File: src/shared/serial_shifter_pkg.sv
/*
 * Constants for the event driven serial shifter: register offsets, mode
 * codes, field positions, reset values and timing figures.
 * Assumes a single 200 MHz clock and a plain strobe register port.
 */
package serial_shifter_pkg;
    localparam int ADDR_W = 4;
    localparam int DATA_W = 16;
    localparam int CLK_PERIOD_NS = 5;

    // Register offsets.
    localparam logic [3:0] OFS_MODE = 4'h0;
    localparam logic [3:0] OFS_OPTION = 4'h1;
    localparam logic [3:0] OFS_COUNT = 4'h2;
    localparam logic [3:0] OFS_MASK = 4'h3;
    localparam logic [3:0] OFS_PERIOD = 4'h4;
    localparam logic [3:0] OFS_DATA = 4'h5;
    localparam logic [3:0] OFS_CHAN_CTRL = 4'h6;
    localparam logic [3:0] OFS_EVENT_TIME = 4'h7;
    localparam logic [3:0] OFS_TIMER_CTRL = 4'h8;
    localparam logic [3:0] OFS_TIMER = 4'h9;
    localparam logic [3:0] OFS_SERVICE = 4'ha;
    localparam logic [3:0] OFS_PORT = 4'hb;
    localparam logic [3:0] OFS_STATUS = 4'hc;

    // Transfer mode control codes.
    localparam logic [7:0] MODE_SYNC_RX = 8'h32;
    localparam logic [7:0] MODE_ASYNC_TX = 8'h60;

    // Serial option control fields.
    localparam int OPT_ODD_CYCLE_BIT = 1;
    localparam int OPT_PARITY_EN_BIT = 0;
    localparam int OPT_PARITY_ODD_BIT = 5;
    localparam logic [7:0] OPT_SYNC_EVEN = 8'h00;
    localparam logic [7:0] OPT_ASYNC_ODD_PARITY = 8'h21;

    // Channel control fields.
    localparam int CH_CAP_RISE_BIT = 4;
    localparam int CH_CAP_FALL_BIT = 5;
    localparam int CH_COMPARE_BIT = 6;
    localparam int CH_TOGGLE_BIT = 7;

    // Timer control fields.
    localparam int TMR_UP_BIT = 6;
    localparam int TMR_EN_BIT = 7;

    // Documented example values.
    localparam logic [7:0] MASK_BIT3 = 8'h08;
    localparam logic [7:0] COUNT_SYNC_8BIT = 8'h10;
    localparam logic [7:0] COUNT_ASYNC_8N_P_S = 8'h0a;
    localparam logic [15:0] PERIOD_9600 = 16'h01a0;
    localparam int ASYNC_MAX_BITS = 16;
    localparam int ASYNC_MAX_DATA_PARITY = 14;
    localparam int ASYNC_MAX_DATA_PLAIN = 15;

    localparam logic [7:0] RESET_BYTE = 8'h00;
    localparam logic [15:0] RESET_WORD = 16'h0000;
    localparam logic [7:0] PORT_RESET = 8'hff;
endpackage

File: src/design/serial_shifter.sv
/*
 * Event driven serial shifter: a transfer engine that moves data bits
 * through one pin of an 8 bit port, paced by a capture/compare channel
 * against a free running timer.
 * Assumes synchronous inputs, one 200 MHz clock, synchronous reset.
 */
// Overview of operation
// - Compare mode with toggle flips clock pin.
// - Capture both edges interrupts every clock toggle.
// - Sync receive samples every second channel event.
// - Sync receive count is twice the bit count.
// - Sync receive carries no parity or stop.
// - New bit enters MSB, older shift right.
// - Count decrements; zero stops service, ends transfer.
// - Mode 32H sync receive; option 00H even.
// - One-hot mask picks the data pin.
// - External clock ignores timer and period.
// - Channel control bits 4,5 capture both edges.
// - Async transmit drives one bit per compare.
// - Async frame at most sixteen bits.
// - Mode 60H async transmit; 21H odd parity.
// - Period counted in timer ticks.
// - Transmit shifts least significant bit first.
`timescale 1ns/1ps
`default_nettype none
module serial_shifter
    import serial_shifter_pkg::*;
(
    input wire logic clk,
    input wire logic rst,
    input wire logic [serial_shifter_pkg::ADDR_W-1:0] addr,
    input wire logic [serial_shifter_pkg::DATA_W-1:0] wdata,
    input wire logic wr,
    input wire logic rd,
    output logic [serial_shifter_pkg::DATA_W-1:0] rdata,
    input wire logic [7:0] port_in,
    output logic [7:0] port_out,
    output logic [7:0] port_oe,
    input wire logic shift_clk_in,
    output logic shift_clk_out,
    output logic shift_clk_oe,
    output logic end_of_transfer
);
    import serial_shifter_pkg::*;

    typedef enum logic [1:0] {IDLE, SYNC_RX, ASYNC_TX} eng_state_t;

    logic [7:0] mode_q, option_q, count_q, mask_q, chan_q, tctl_q;
    logic [7:0] port_q, dir_q;
    logic [15:0] period_q, data_q, evt_q, timer_q;
    logic service_q, parity_q, phase_q, sclk_q, sclk_in_q, done_q;
    logic [DATA_W-1:0] rdata_q;
    eng_state_t state_q;

    wire sel_mode = wr && addr == OFS_MODE;
    wire sel_event = wr && addr == OFS_EVENT_TIME;
    wire timer_run = tctl_q[TMR_EN_BIT] && tctl_q[TMR_UP_BIT];
    wire compare_mode = chan_q[CH_COMPARE_BIT];
    // Both edge capture on the external clock pin.
    // edge select bits
    wire cap_both = chan_q[CH_CAP_RISE_BIT] && chan_q[CH_CAP_FALL_BIT];
    wire cap_event = !compare_mode && cap_both && sclk_in_q != shift_clk_in;
    wire cmp_event = compare_mode && timer_run && evt_q == timer_q;
    wire chan_event = cap_event || cmp_event;
    wire active = service_q && count_q != RESET_BYTE;
    wire take = chan_event && active;
    wire is_sync = mode_q == MODE_SYNC_RX;
    wire is_async = mode_q == MODE_ASYNC_TX;
    wire odd_sel = option_q[OPT_ODD_CYCLE_BIT];
    wire rx_slot = phase_q == odd_sel;
    wire rx_bit = |(port_in & mask_q);
    wire par_en = option_q[OPT_PARITY_EN_BIT];
    wire par_odd = option_q[OPT_PARITY_ODD_BIT];
    wire last = count_q == 8'h01;
    wire par_slot = par_en && count_q == 8'h02;
    wire tx_bit = last ? 1'b1 : par_slot ? (parity_q ^ par_odd) : data_q[0];

    // Register read path, answered one cycle after the strobe.
    always_comb begin
        case (addr)
            OFS_MODE: rdata_q = {8'h00, mode_q};
            OFS_OPTION: rdata_q = {8'h00, option_q};
            OFS_COUNT: rdata_q = {8'h00, count_q};
            OFS_MASK: rdata_q = {8'h00, mask_q};
            OFS_PERIOD: rdata_q = period_q;
            OFS_DATA: rdata_q = data_q;
            OFS_CHAN_CTRL: rdata_q = {8'h00, chan_q};
            OFS_EVENT_TIME: rdata_q = evt_q;
            OFS_TIMER_CTRL: rdata_q = {8'h00, tctl_q};
            OFS_TIMER: rdata_q = timer_q;
            OFS_SERVICE: rdata_q = {15'h0000, service_q};
            OFS_PORT: rdata_q = {dir_q, port_q};
            OFS_STATUS: rdata_q = {14'h0000, done_q, sclk_q};
            default: rdata_q = RESET_WORD;
        endcase
    end

    always_ff @(posedge clk) begin
        if (rst) begin
            rdata <= RESET_WORD;
        end else begin
            rdata <= rd ? rdata_q : RESET_WORD;
        end
    end

    always_ff @(posedge clk) begin
        if (rst) begin
            timer_q <= RESET_WORD;
            // Tracks the pin through reset so no false edge follows release.
            sclk_in_q <= shift_clk_in;
        end else begin
            if (wr && addr == OFS_TIMER) begin
                timer_q <= wdata;
            end else if (timer_run) begin
                timer_q <= timer_q + 16'h0001;
            end
            sclk_in_q <= shift_clk_in;
        end
    end

    always_ff @(posedge clk) begin
        if (rst) begin
            state_q <= IDLE;
        end else if (!active) begin
            state_q <= IDLE;
        end else if (is_sync) begin
            state_q <= SYNC_RX;
        end else if (is_async) begin
            state_q <= ASYNC_TX;
        end else begin
            state_q <= IDLE;
        end
    end

    always_ff @(posedge clk) begin
        if (rst) begin
            mode_q <= RESET_BYTE;
            option_q <= RESET_BYTE;
            count_q <= RESET_BYTE;
            mask_q <= RESET_BYTE;
            chan_q <= RESET_BYTE;
            tctl_q <= RESET_BYTE;
            period_q <= RESET_WORD;
            data_q <= RESET_WORD;
            evt_q <= RESET_WORD;
            service_q <= 1'b0;
            parity_q <= 1'b0;
            phase_q <= 1'b0;
            sclk_q <= 1'b0;
            done_q <= 1'b0;
            end_of_transfer <= 1'b0;
            port_q <= PORT_RESET;
            dir_q <= RESET_BYTE;
        end else begin
            end_of_transfer <= 1'b0;
            if (wr) begin
                case (addr)
                    OFS_MODE: mode_q <= wdata[7:0];
                    OFS_OPTION: option_q <= wdata[7:0];
                    OFS_COUNT: count_q <= wdata[7:0];
                    OFS_MASK: mask_q <= wdata[7:0];
                    OFS_PERIOD: period_q <= wdata;
                    OFS_DATA: data_q <= wdata;
                    OFS_CHAN_CTRL: chan_q <= wdata[7:0];
                    OFS_EVENT_TIME: evt_q <= wdata;
                    OFS_TIMER_CTRL: tctl_q <= wdata[7:0];
                    OFS_SERVICE: service_q <= wdata[0];
                    OFS_PORT: begin
                        port_q <= wdata[7:0];
                        dir_q <= wdata[15:8];
                    end
                    OFS_STATUS: sclk_q <= wdata[0];
                    default: begin
                    end
                endcase
                if (sel_mode) begin
                    phase_q <= 1'b0;
                    parity_q <= 1'b0;
                end
            end
            // A new event time written by firmware starts a fresh chain.
            if (cmp_event && !sel_event) begin
                evt_q <= evt_q + period_q;
                if (chan_q[CH_TOGGLE_BIT]) begin
                    sclk_q <= !sclk_q;
                end
            end
            // The clear comes first so that a set in the same cycle wins.
            if (wr && addr == OFS_STATUS && wdata[1]) begin
                done_q <= 1'b0;
            end
            if (take) begin
                count_q <= count_q - 8'h01;
                phase_q <= !phase_q;
                if (last) begin
                    service_q <= 1'b0;
                    done_q <= 1'b1;
                    end_of_transfer <= 1'b1;
                end
                if (is_sync && rx_slot) begin
                    data_q <= {rx_bit, data_q[15:1]};
                end
                if (is_async && cmp_event) begin
                    port_q <= (port_q & ~mask_q) | (tx_bit ? mask_q : 8'h00);
                    data_q <= {1'b0, data_q[15:1]};
                    parity_q <= parity_q ^ data_q[0];
                end
            end
        end
    end

    always_ff @(posedge clk) begin
        if (rst) begin
            port_out <= PORT_RESET;
            port_oe <= RESET_BYTE;
            shift_clk_out <= 1'b0;
            shift_clk_oe <= 1'b0;
        end else begin
            port_out <= port_q;
            port_oe <= dir_q;
            shift_clk_out <= sclk_q;
            shift_clk_oe <= compare_mode && chan_q[CH_TOGGLE_BIT];
        end
    end

    property p_count_dec;
        @(posedge clk) disable iff (rst)
        take && !(wr && addr == OFS_COUNT)
            |=> count_q == $past(count_q) - 8'h01;
    endproperty
    a_count_dec: assert property (p_count_dec) else $error("count slip");

    property p_eot;
        @(posedge clk) disable iff (rst)
        take && last |=> end_of_transfer && !service_q;
    endproperty
    a_eot: assert property (p_eot) else $error("no end of transfer");

    property p_msb_in;
        @(posedge clk) disable iff (rst)
        take && is_sync && rx_slot && !wr |=> data_q[15] == $past(rx_bit);
    endproperty
    a_msb_in: assert property (p_msb_in) else $error("bad msb");

    property p_skip;
        @(posedge clk) disable iff (rst)
        take && is_sync && !rx_slot && !wr |=> $stable(data_q);
    endproperty
    a_skip: assert property (p_skip) else $error("sampled off slot");

    property p_evt_step;
        @(posedge clk) disable iff (rst)
        cmp_event && !wr |=> evt_q == $past(evt_q) + $past(period_q);
    endproperty
    a_evt_step: assert property (p_evt_step) else $error("event step");

    property p_toggle;
        @(posedge clk) disable iff (rst)
        cmp_event && chan_q[CH_TOGGLE_BIT] && !wr
            |=> ##1 shift_clk_out != $past(shift_clk_out);
    endproperty
    a_toggle: assert property (p_toggle) else $error("no toggle");

    property p_tx_bit;
        @(posedge clk) disable iff (rst)
        take && is_async && cmp_event && !wr && last
            |=> ##1 (port_out & mask_q) == mask_q;
    endproperty
    a_tx_bit: assert property (p_tx_bit) else $error("stop bit low");

    property p_idle;
        @(posedge clk) disable iff (rst)
        !active |=> state_q == IDLE;
    endproperty
    a_idle: assert property (p_idle) else $error("engine not idle");

    property p_cap;
        @(posedge clk) disable iff (rst)
        !compare_mode && cap_both && active && !(wr && addr == OFS_COUNT)
            && shift_clk_in != $past(shift_clk_in)
            |=> count_q == $past(count_q) - 8'h01;
    endproperty
    a_cap: assert property (p_cap) else $error("bad capture");

    c_sync: cover property (@(posedge clk) take && is_sync && last);
    c_async: cover property (@(posedge clk) take && is_async && last);
    c_par: cover property (@(posedge clk) take && par_slot);
endmodule
`default_nettype wire

File: config.mk
export PLATFORM = sky130hd
export DESIGN_NAME = serial_shifter
export DESIGN_NICKNAME = d
export VERILOG_FILES = /design/src/shared/serial_shifter_pkg.sv /design/src/design/serial_shifter.sv
export SDC_FILE = /design/constraint.sdc
export NUM_CORES = 1
export LEC_CHECK = 0
export ABC_AREA = 1
export BUFFER_PORTS_ARGS = -buffer_cell sky130_fd_sc_hd__buf_2
export CAP_MARGIN = 40
export CORE_MARGIN = 2
export CORE_UTILIZATION = 50
export DETAILED_ROUTE_END_ITERATION = 8
export PLACE_DENSITY = 0.8
export SLEW_MARGIN = 30
export SYNTH_ARGS = -nofsm -noshare
export SYNTH_HDL_FRONTEND = slang
export SYNTH_SLANG_ARGS = --single-unit
File: constraint.sdc
create_clock -name clk -period 1.8 [get_ports clk]
set_input_delay 0.18 -clock clk [delete_from_list [all_inputs] [get_ports clk]]
set_output_delay 0.18 -clock clk [all_outputs]
set_load 0.01 [all_outputs]
==> key figures, run 1 <==
Run status
  – Status: finished, violations left
  – Failing checks: negative setup slack

Place
  – GPL Wtd Cong: 1.03
  – DP Cell Count: 1764
  – Area after DPL: 10600 um^2
  – Dpl hpwl: 24200 um
  – Port bufs: 67

Die
  – Placement row count: 49
  – Ports: 68
  – Die Footprint: 19300 um^2
  – Starting Density: 50.8%
  – Die span in y: 139 um
  – Core area: 17900 um^2
  – Die width: 139 um

Clock network
  – CTS tree: built
  – CTS clk-pin slew, worst paths: 0.07 ns
  – Deepest clock path buffer count: 2
  – H-tree levels: 4
  – Clock buffer count from CTS: 17
  – CTS root buf: clkbuf_16
  – Clk_lat worst skew: 0.44 ns
  – Clock Sinks: 169

Cells and area
  – Post-route cell area: 11900 um^2
  – Most common cell after layout, fill and taps aside: nand2_1
  – # fillers: 1572
  – Final non-filler cell total: 1812
  – Share of layout cells above drive strength 1: 26.2%
  – Final Util: 66.3%
  – # nets final: 1623
  – Most frequent cells in the layout: 311 x nand2_1, 167 x inv_1, 154 x buf_4, 139 x dfxtp_1, 112 x a21oi_1
  – Ant diodes: 0
  – Syn-to-layout area delta: 30.5%

Power
  – Sw frac: 27.2%
  – Combinational group share of total power: 8.8%
  – Worst ir drop on vdd: 0.597 mV
  – Pleak: 0.00548 uW
  – Power Dens Cells: 691 nW/um^2
  – Power share of the clock group: 44.5%
  – P_int: 5970 uW
  – Switching Power: 2230 uW
  – Sequential share of power: 46.7%
  – Final Power: 8200 uW

Job
  – Max Cap Violations: 0

Routing
  – Vias: 10400
  – DRC violations left: 0
  – Post-DRT Antenna Nets: 0
  – Pre-antenna DRT Iters: 6
  – Initial DRC count: 1354
  – Total Wirelength: 33300 um
  – DR vias/cell: 5.73
  – DR WL/cell: 18.4 um

Critical path
  – Worst r2r path cells: 9
  – CP peak stage delay: 0.39 ns
  – Worst Path Arrival: 2.23 ns
  – CP Capture Type: flop
  – Worst reg2reg path startpoint: evt_q[8]
  – Peak fanout along the critical path: 7
  – Worst path required time: 2.17 ns
  – Setup CP Type: flop to flop
  – Crit path max-delay cell type: dfxtp_4
  – FF-to-FF setup slack: -0.06 ns
  – CP startpoint kind: flop
  – CP Cell Sequence: xnor2_4 -> nand3_1 -> nor2_2 -> nand3_4 -> buf_6 -> nor3_4 -> buf_6 -> o211ai_1 -> nand3_1

Logic synthesis
  – FFs w/ async S/R, synth: 0%
  – Adder-Cell Fraction of Synth Area: 2.84%
  – Syn_nets: 1421
  – Cell Area, Synth: 9090 um^2
  – Top-area cell type share of the netlist area: 37.2%
  – Area leader, netlist: dfxtp_1
  – Post-Syn Instances: 1368
  – Top cells by area, synth: dfxtp_1 37%, nand2_1 14%, inv_1 7.3%, a21oi_1 6.5%, o21ai_0 5.9%
  – Post-synthesis sequential area ratio: 37.2%
  – Post-synthesis mux area share: 0%
  – Compound-Gate Fraction of Synth Area: 19.5%
  – Post-synth cell types: 43
  – Top FF cell, synth: dfxtp_1
  – Post-synthesis xor/xnor area fraction: 2.89%
  – Syn_area_per_cell: 6.65 um^2
  – Simple-gate share of the synthesized area: 27.2%
  – EDFF count, synth: 0
  – FF+latch count, synth: 169
  – Largest family of logic cells by synthesized area: simple AND/OR/NAND/NOR gates
  – Synth warnings: 0

Global routing
  – Number of global-route vias before repair: 9147
  – First-pass GRT wire length: 49900 um
  – Antenna violations before repair: 0
  – GR Overflow Total: 0
  – Gr usage total: 32.9%
  – Pin count of the biggest net entering global routing: 66

STA
  – Slew @ Worst Pin: 0.517 ns
  – Slew Limit Fails: 0
  – Final hold violation count: 0
  – Post-route minimum period: 1.86 ns
  – Slew Limit Headroom: 65.5%
  – Fmax: 0.537 GHz
  – Hold_ws: 0.0904 ns
  – # setup viols final: 15
  – Final WS setup: -0.0607 ns
  – Unrepaired setup endpoints after global routing: true
  – Period utilisation layout: 103%
  – Clk_skew: 0.0102 ns

Worst hold path
  – Worst Hold Class: input pin to flop
  – Worst Hold Depth: 3
  – Hold_sp: wdata[13]
  – Hold path endpoint: period_q[13]
[power groups by stage]
stage	Clock (uW)	Combinational (uW)	Sequential, uW
6_report	3650	721	3830
5_1_grt	3800	771	3830
4_1_cts	3630	674	3840
3_5_place_dp	0	660	3920
3_3_place_gp	0	650	3920
2_1_floorplan	0	349	3920
[per-stage QoR]
| step | TNS, ns | worst slack (ns) |
|---|---|---|
| after floorplan | 0 | 0.0662 |
| after global placement | -3.45 | -0.134 |
| after detailed placement | -3.58 | -0.149 |
| after CTS | -0.0426 | -0.0283 |
| after global routing | -2.55 | -0.153 |
| final | -0.297 | -0.0607 |
[metal layers]
| layer | global-route usage (%) | wire, um | up-vias |
|---|---|---|---|
| li1 | - | - | 4892 |
| met1 | 46.9 | 13800 | 4733 |
| met2 | 48.5 | 14400 | 655 |
| met3 | 7.39 | 3870 | 100 |
| met4 | 12.5 | 1240 | 0 |
| met5 | 0 | 0 | - |
[layout make-up]
cell class                 count  area, um^2  area share [%]
clock buffer                  18         429            3.62
timing repair buffer         236        1680            14.1
tap                          229         287            2.42
inverter                     189         712            6.00
sequential                   169        3460            29.1
clock inverter                14         145            1.22
multi-input combinational    957        5160            43.5
[cells in the mapped netlist (7+ instances only)]
| cell type | count |
|---|---|
| a21oi_1 | 118 |
| a221oi_1 | 19 |
| clkbuf_1 | 38 |
| dfxtp_1 | 169 |
| ha_1 | 19 |
| inv_1 | 177 |
| inv_2 | 10 |
| nand2_1 | 346 |
| nand2_2 | 7 |
| nand3_1 | 82 |
| nand4_1 | 15 |
| nor2_1 | 113 |
| nor3_1 | 11 |
| o211ai_1 | 12 |
| o21ai_0 | 107 |
| o22ai_1 | 32 |
| xnor2_1 | 10 |
| xor2_1 | 20 |
[worst max-delay path by stage]
stage                           start         end  slack, ns  cells past startpoint
after global placement       evt_q[8]   data_q[8]      -0.13                      9
final                        evt_q[8]        flop      -0.06                      9
after global routing         evt_q[5]   evt_q[12]      -0.15                     12
after floorplan           period_q[0]   evt_q[10]       0.07                     14
after CTS                  timer_q[3]        flop      -0.03                     12
after detailed placement     evt_q[3]  data_q[10]      -0.15                     13
[state kept, by name (all words and copies together) (netlist names), 16 cells and up, named ones only]
name and cells:
rdata 16, timer_q 16, period_q 16, evt_q 16, data_q 16
[critical path, delay by kind of cell, from the launching register on]
kind            cells  cell delay, ns
simple gates        5            0.78
xor+xnor            1            0.19
buf+inv             2            0.34
compound gates      1            0.10
flops               1            0.39
[repair_timing]
item                                    CTS  global route
pin swaps                                12            30
hold endpoints to repair                  1             0
buffers inserted                          8             8
hold buffers                              1             0
endpoints found under the setup margin   54            58
gates cloned                              0             1
resized for setup                        50           114
[logic make-up after synthesis]
group,Yosys count
XOR/XNOR,30
AO/OA/AOI/OAI,315
buffers and inverters,242
AND/OR/NAND/NOR,592
flip-flops,169
adder cells (fa/ha/maj),20
(Power assumes the default switching activity.)
==> inputs of run 2 (changes only) <==
--- a/config.mk
+++ b/config.mk
@@ -10,7 +10,7 @@
 export CAP_MARGIN = 40
 export CORE_MARGIN = 2
-export CORE_UTILIZATION = 50
+export CORE_UTILIZATION = 45
 export DETAILED_ROUTE_END_ITERATION = 8
-export PLACE_DENSITY = 0.8
+export PLACE_DENSITY = 0.74
 export SLEW_MARGIN = 30
 export SYNTH_ARGS = -nofsm -noshare
==> constraint.sdc (replaced) <==
create_clock -name clk -period 1.8 [get_ports clk]
set_input_delay 0.18 -clock clk [delete_from_list [all_inputs] [get_ports clk]]
set_output_delay 0.18 -clock clk [all_outputs]
set_load 0.1 [all_outputs]
==> run 2 against run 1 <==
The flow still finishes with violations (negative setup slack). Worst hold slack got worse by 0.033 ns. Flip-flop and latch count unchanged. Sequential power about the same. Global-route usage decreased by 2.3 points. Non-clock buffer count decreased by 3. Final cell count increased by 1.9%. Clock-buffer cell count decreased by 1. First-iteration DRC count decreased by 13%. Combinational power increased by 5.5%. Clock power increased by 5%. Largest cell class unchanged. Die area increased by 11%. Highest routed layer unchanged.
==> key figures, run 2 (same netlist as run 1, synthesis figures left out) <==
Routing
  – Total Wirelength: 34200 um
  – DR vias/cell: 5.53
  – Initial DRC count: 1179
  – Post-DRT Antenna Nets: 0
  – DR WL/cell: 18.5 um
  – Pre-antenna DRT Iters: 6
  – Vias: 10200
  – DRC violations left: 0

Job
  – Max Cap Violations: 0

Global routing
  – GR Overflow Total: 0
  – Pin count of the biggest net entering global routing: 57
  – Gr busiest metal: met2
  – GR met1 Demand/Resource: 43.3%
  – Antenna violations before repair: 0
  – M3 GR Usage: 6.31%
  – Number of global-route vias before repair: 9234
  – First-pass GRT wire length: 51000 um
  – Gr usage total: 30.6%
  – Met2 Use GR: 46.3%

Critical path
  – Worst Path Arrival: 2.33 ns
  – Peak fanout along the critical path: 8
  – Setup CP Type: flop to flop
  – Crit path max-delay cell type: dfxtp_2
  – CP peak stage delay: 0.37 ns
  – CP Cell Sequence: inv_2 -> nand2_1 -> nand2_1 -> nor2_1 -> nand2_2 -> nor2_4 -> nand3_4 -> a21oi_4 -> nand2_4 -> buf_12 -> nand2_4 -> nand2_2 -> nor2_2
  – CP startpoint kind: flop
  – CP Capture Type: flop
  – Worst path required time: 2.18 ns

STA
  – Slew @ Worst Pin: 0.747 ns
  – # setup viols final: 47
  – Fmax: 0.512 GHz
  – Hold_ws: 0.0571 ns
  – Slew Limit Fails: 0
  – Clk_skew: 0.00882 ns
  – Period utilisation layout: 108%
  – Unrepaired setup endpoints after global routing: true
  – Post-route minimum period: 1.95 ns
  – Slew Limit Headroom: 50.2%
  – Final WS setup: -0.152 ns
  – Final hold violation count: 0

Cells and area
  – Most common cell after layout, fill and taps aside: nand2_1
  – # nets final: 1620
  – Most frequent cells in the layout: 306 x nand2_1, 172 x inv_1, 152 x buf_4, 145 x dfxtp_1, 111 x a21oi_1
  – Syn-to-layout area delta: 31.7%
  – Share of layout cells above drive strength 1: 26.0%
  – Final non-filler cell total: 1846

Die
  – Die span in y: 146 um
  – Die Footprint: 21400 um^2
  – Ports: 68
  – Placement row count: 51
  – Die width: 146 um
  – Core area: 19700 um^2
  – Starting Density: 46.3%

Clock network
  – Clk_lat worst skew: 0.44 ns
  – CTS root buf: clkbuf_16
  – CTS clk-pin slew, worst paths: 0.07 ns
  – Clock buffer count from CTS: 17
  – H-tree levels: 4
  – Deepest clock path buffer count: 2
  – Clock Sinks: 169
  – CTS tree: built

Power
  – Worst ir drop on vdd: 0.512 mV
  – P_int: 6130 uW
  – Sequential share of power: 45.5%
  – Combinational group share of total power: 9.0%
  – Switching Power: 2300 uW
  – Power share of the clock group: 45.4%
  – Pleak: 0.00553 uW
  – Power Dens Cells: 704 nW/um^2
  – Sw frac: 27.3%

Place
  – GPL Wtd Cong: 1.00
  – Dpl hpwl: 25000 um
  – DP Cell Count: 1786
  – Port bufs: 67

Worst hold path
  – Worst Hold Class: input pin to flop

Run status
  – Status: finished, violations left
  – Failing checks: negative setup slack
run 2: power by group through the flow:
stage	clock network [uW]	registers, uW	logic (uW)
final	3830	3840	761
after floorplan	0	3970	349
after global routing	4020	3840	813
after CTS	3860	3840	711
after detailed placement	0	3930	703
after global placement	0	3930	697
run 2: path summary, 6_finish.rpt:
check                   from          end  slack, ns  cells past startpoint
setup / recovery  timer_q[9]    data_q[1]      -0.15                     13
hold / removal      wdata[8]  period_q[8]       0.06                      3
setup reg to reg  timer_q[9]    data_q[1]      -0.15                     13
hold reg to reg     dir_q[4]   port_oe[4]       0.46                      2
run 2: layout make-up:
cell class	count	area, um^2
diodes	1	2.50
clock buffers	17	425
clock inverters	15	184
fillers	1815	7680
inverters	189	712
multi-input cells	957	5200
flip-flops and latches	169	3430
well taps	265	332
repair buffers	233	1690
run 2: metrics by stage:
step           setup WS (ns)  instance area, um^2  total power [uW]  setup TNS, ns  utilization [%]
2_1_floorplan         0.0662                 9090              4320              0                -
3_3_place_gp          -0.107                10600              4620          -1.39             53.9
3_5_place_dp          -0.132                10600              4630          -3.05             53.9
4_1_cts             -0.00368                11300              8410       -0.00368             57.7
5_1_grt               -0.276                12000              8670          -9.55             60.9
6_report              -0.152                12000              8430          -4.35             60.9
run 2: per-layer routing:
layer,wire (um),share of wire [%],vias to the layer above
li1,-,-,4883
met1,14600,43,4724
met2,15000,44,517
met3,3500,10,78
met4,1110,3.2,0
met5,0,0,-
run 2: timing repair:
action,4_1_cts,5_1_grt
pin swaps,3,29
setup endpoints to repair,52,59
hold buffers,1,0
buffers inserted,1,20
resized for setup,37,126
endpoints found under the hold margin,1,0
gates cloned,0,5
run 2: worst max-delay path: cells and delay by family, from the launching register on:
| kind | cells | cell delay, ns |
|---|---|---|
| AND/OR/NAND/NOR | 10 | 1.03 |
| AO/OA/AOI/OAI | 1 | 0.24 |
| flip-flops | 1 | 0.37 |
| buffers and inverters | 2 | 0.24 |
==> inputs of run 3 (changes only) <==
- PLACE_DENSITY: 0.74 -> 0.72
- clock period: 1.8 -> 2.1 ns (I/O delays scaled with it)
==> run 3 against run 2 <==
The run now ends clean. Clock skew grew 0.0034 ns. Global-route usage shrank 0.59 points. Critical path depth is the same. Critical endpoint is now evt_q[8].
==> key figures, run 3 (same netlist as run 1, synthesis figures left out) <==
Run status
  – Status: finished, final reports clean

Critical path
  – Crit path max-delay cell type: dfxtp_1
  – Peak fanout along the critical path: 8
  – Worst path required time: 2.40 ns
  – Setup CP Type: flop to flop
  – CP dominant cell by count: buf_4
  – CP Cell Sequence: buf_4 -> nand2_2 -> nand2_1 -> nor2_1 -> nand2_1 -> nor2_2 -> nand3_4 -> buf_4 -> buf_4 -> nand3_1 -> o21ai_0 -> a21oi_1 -> nor2_1
  – Worst path buffer plus inverter count: 3
  – Worst Path Arrival: 2.34 ns
  – Delay-heaviest family, CP: simple AND/OR/NAND/NOR gates
  – CP Capture Type: flop
  – CP peak stage delay: 0.34 ns
  – CP startpoint kind: flop

Cells and area
  – Final non-filler cell total: 1749
  – # fillers: 1978
  – Most frequent cells in the layout: 340 x nand2_1, 176 x inv_1, 163 x dfxtp_1, 118 x a21oi_1, 111 x nor2_1
  – # nets final: 1524
  – Ant diodes: 0
  – Share of layout cells above drive strength 1: 14.1%
  – Post-route cell area: 10700 um^2
  – Syn-to-layout area delta: 17.8%
  – Most common cell after layout, fill and taps aside: nand2_1

Routing
  – Post-DRT Antenna Nets: 0
  – Initial DRC count: 1286
  – Total Wirelength: 32300 um
  – DRC violations left: 0
  – DR WL/cell: 18.5 um
  – DR vias/cell: 5.55
  – Vias: 9700
  – Pre-antenna DRT Iters: 6

Die
  – Die span in y: 146 um
  – Die Footprint: 21400 um^2
  – Starting Density: 46.3%
  – Core area: 19700 um^2
  – Die width: 146 um
  – Placement row count: 51
  – Ports: 68

STA
  – Final hold violation count: 0
  – Slew @ Worst Pin: 0.701 ns
  – Post-route minimum period: 2.03 ns
  – Fmax: 0.492 GHz
  – Slew Limit Fails: 0
  – Clk_skew: 0.0122 ns
  – Slew Limit Headroom: 53.2%
  – Period utilisation layout: 96.9%
  – Final WS setup: 0.0659 ns
  – # setup viols final: 0
  – Hold_ws: 0.115 ns
  – Unrepaired setup endpoints after global routing: false

Place
  – Area after DPL: 10000 um^2
  – Port bufs: 67
  – Pre-CTS setup slack: -0.0217 ns
  – DP Cell Count: 1711
  – Dpl hpwl: 24200 um
  – GPL Wtd Cong: 1.03

Worst hold path
  – Worst Hold Class: input pin to flop

Global routing
  – Gr usage total: 30.0%
  – Gr busiest metal: met1
  – GR Overflow Total: 0
  – GR met1 Demand/Resource: 43.5%
  – First-pass GRT wire length: 49800 um
  – Number of global-route vias before repair: 8844
  – Pin count of the biggest net entering global routing: 97
  – Met2 Use GR: 42.4%
  – M3 GR Usage: 7.31%
  – Antenna violations before repair: 0

Clock network
  – Deepest clock path buffer count: 2
  – CTS tree: built
  – Clock buffer count from CTS: 17
  – Clk_lat worst skew: 0.44 ns
  – CTS clk-pin slew, worst paths: 0.07 ns
  – Clock Sinks: 169
  – H-tree levels: 4
  – CTS root buf: clkbuf_16

Job
  – Max Cap Violations: 0

Power
  – Pleak: 0.00495 uW
  – Power Dens Cells: 662 nW/um^2
  – Worst ir drop on vdd: 0.499 mV
  – Final Power: 7090 uW
==> run 3: final cells by class <==
cell class	count	area, um^2	share of cell area (%)
repair buffers	137	888	8.30
clock buffers	21	450	4.21
well taps	265	332	3.10
multi-input cells	957	4800	44.8
clock inverters	11	138	1.29
inverters	189	709	6.63
flip-flops and latches	169	3390	31.7
==> run 3: worst reg2reg max path, cell delays in order, from the launching register on <==
cell and delay [ns]:
dfxtp_1 0.34, buf_4 0.16, nand2_2 0.10, nand2_1 0.06, nor2_1 0.14, nand2_1 0.08, nor2_2 0.14, nand3_4 0.17
buf_4 0.20, buf_4 0.16, nand3_1 0.07, o21ai_0 0.09, a21oi_1 0.13, nor2_1 0.05
==> run 3: path summary, 6_finish.rpt <==
kind | slack, ns | end | start | depth (start not counted)
min reg2reg | 0.46 | tctl_q[0] | tctl_q[0] | 2
min | 0.12 | period_q[8] | wdata[8] | 3
max reg2reg | 0.07 | evt_q[8] | evt_q[5] | 13
max | 0.07 | evt_q[8] | evt_q[5] | 13
==> run 3: routing by layer <==
layer / share of wire (%) / vias up
li1: - / 4691
met2: 42 / 507
met4: 3.6 / 0
met5: 0 / -
met1: 44 / 4416
met3: 10 / 86
==> run 3: through the flow <==
| stage | setup TNS, ns | util [%] |
|---|---|---|
| floorplan | 0 | - |
| global placement | -0.0576 | 51.0 |
| detailed placement | -0.0217 | 51.0 |
| CTS | 0 | 54.1 |
| global route | 0 | 54.5 |
| finish | 0 | 54.5 |
==> run 3: power by group <==
part           total, uW  switching [uW]  internal, uW  leakage, uW
clock               3200            1400          1810     0.000277
sequential          3290            39.8          3250      0.00137
combinational        590             428           162      0.00331
==> run 3: timing repair <==
item,in CTS,in global routing
hold endpoints to repair,1,0
setup endpoints to repair,4,36
resized for setup,3,15
gates cloned,0,0
hold buffers,1,0
pin swaps,0,3
buffers inserted,0,5
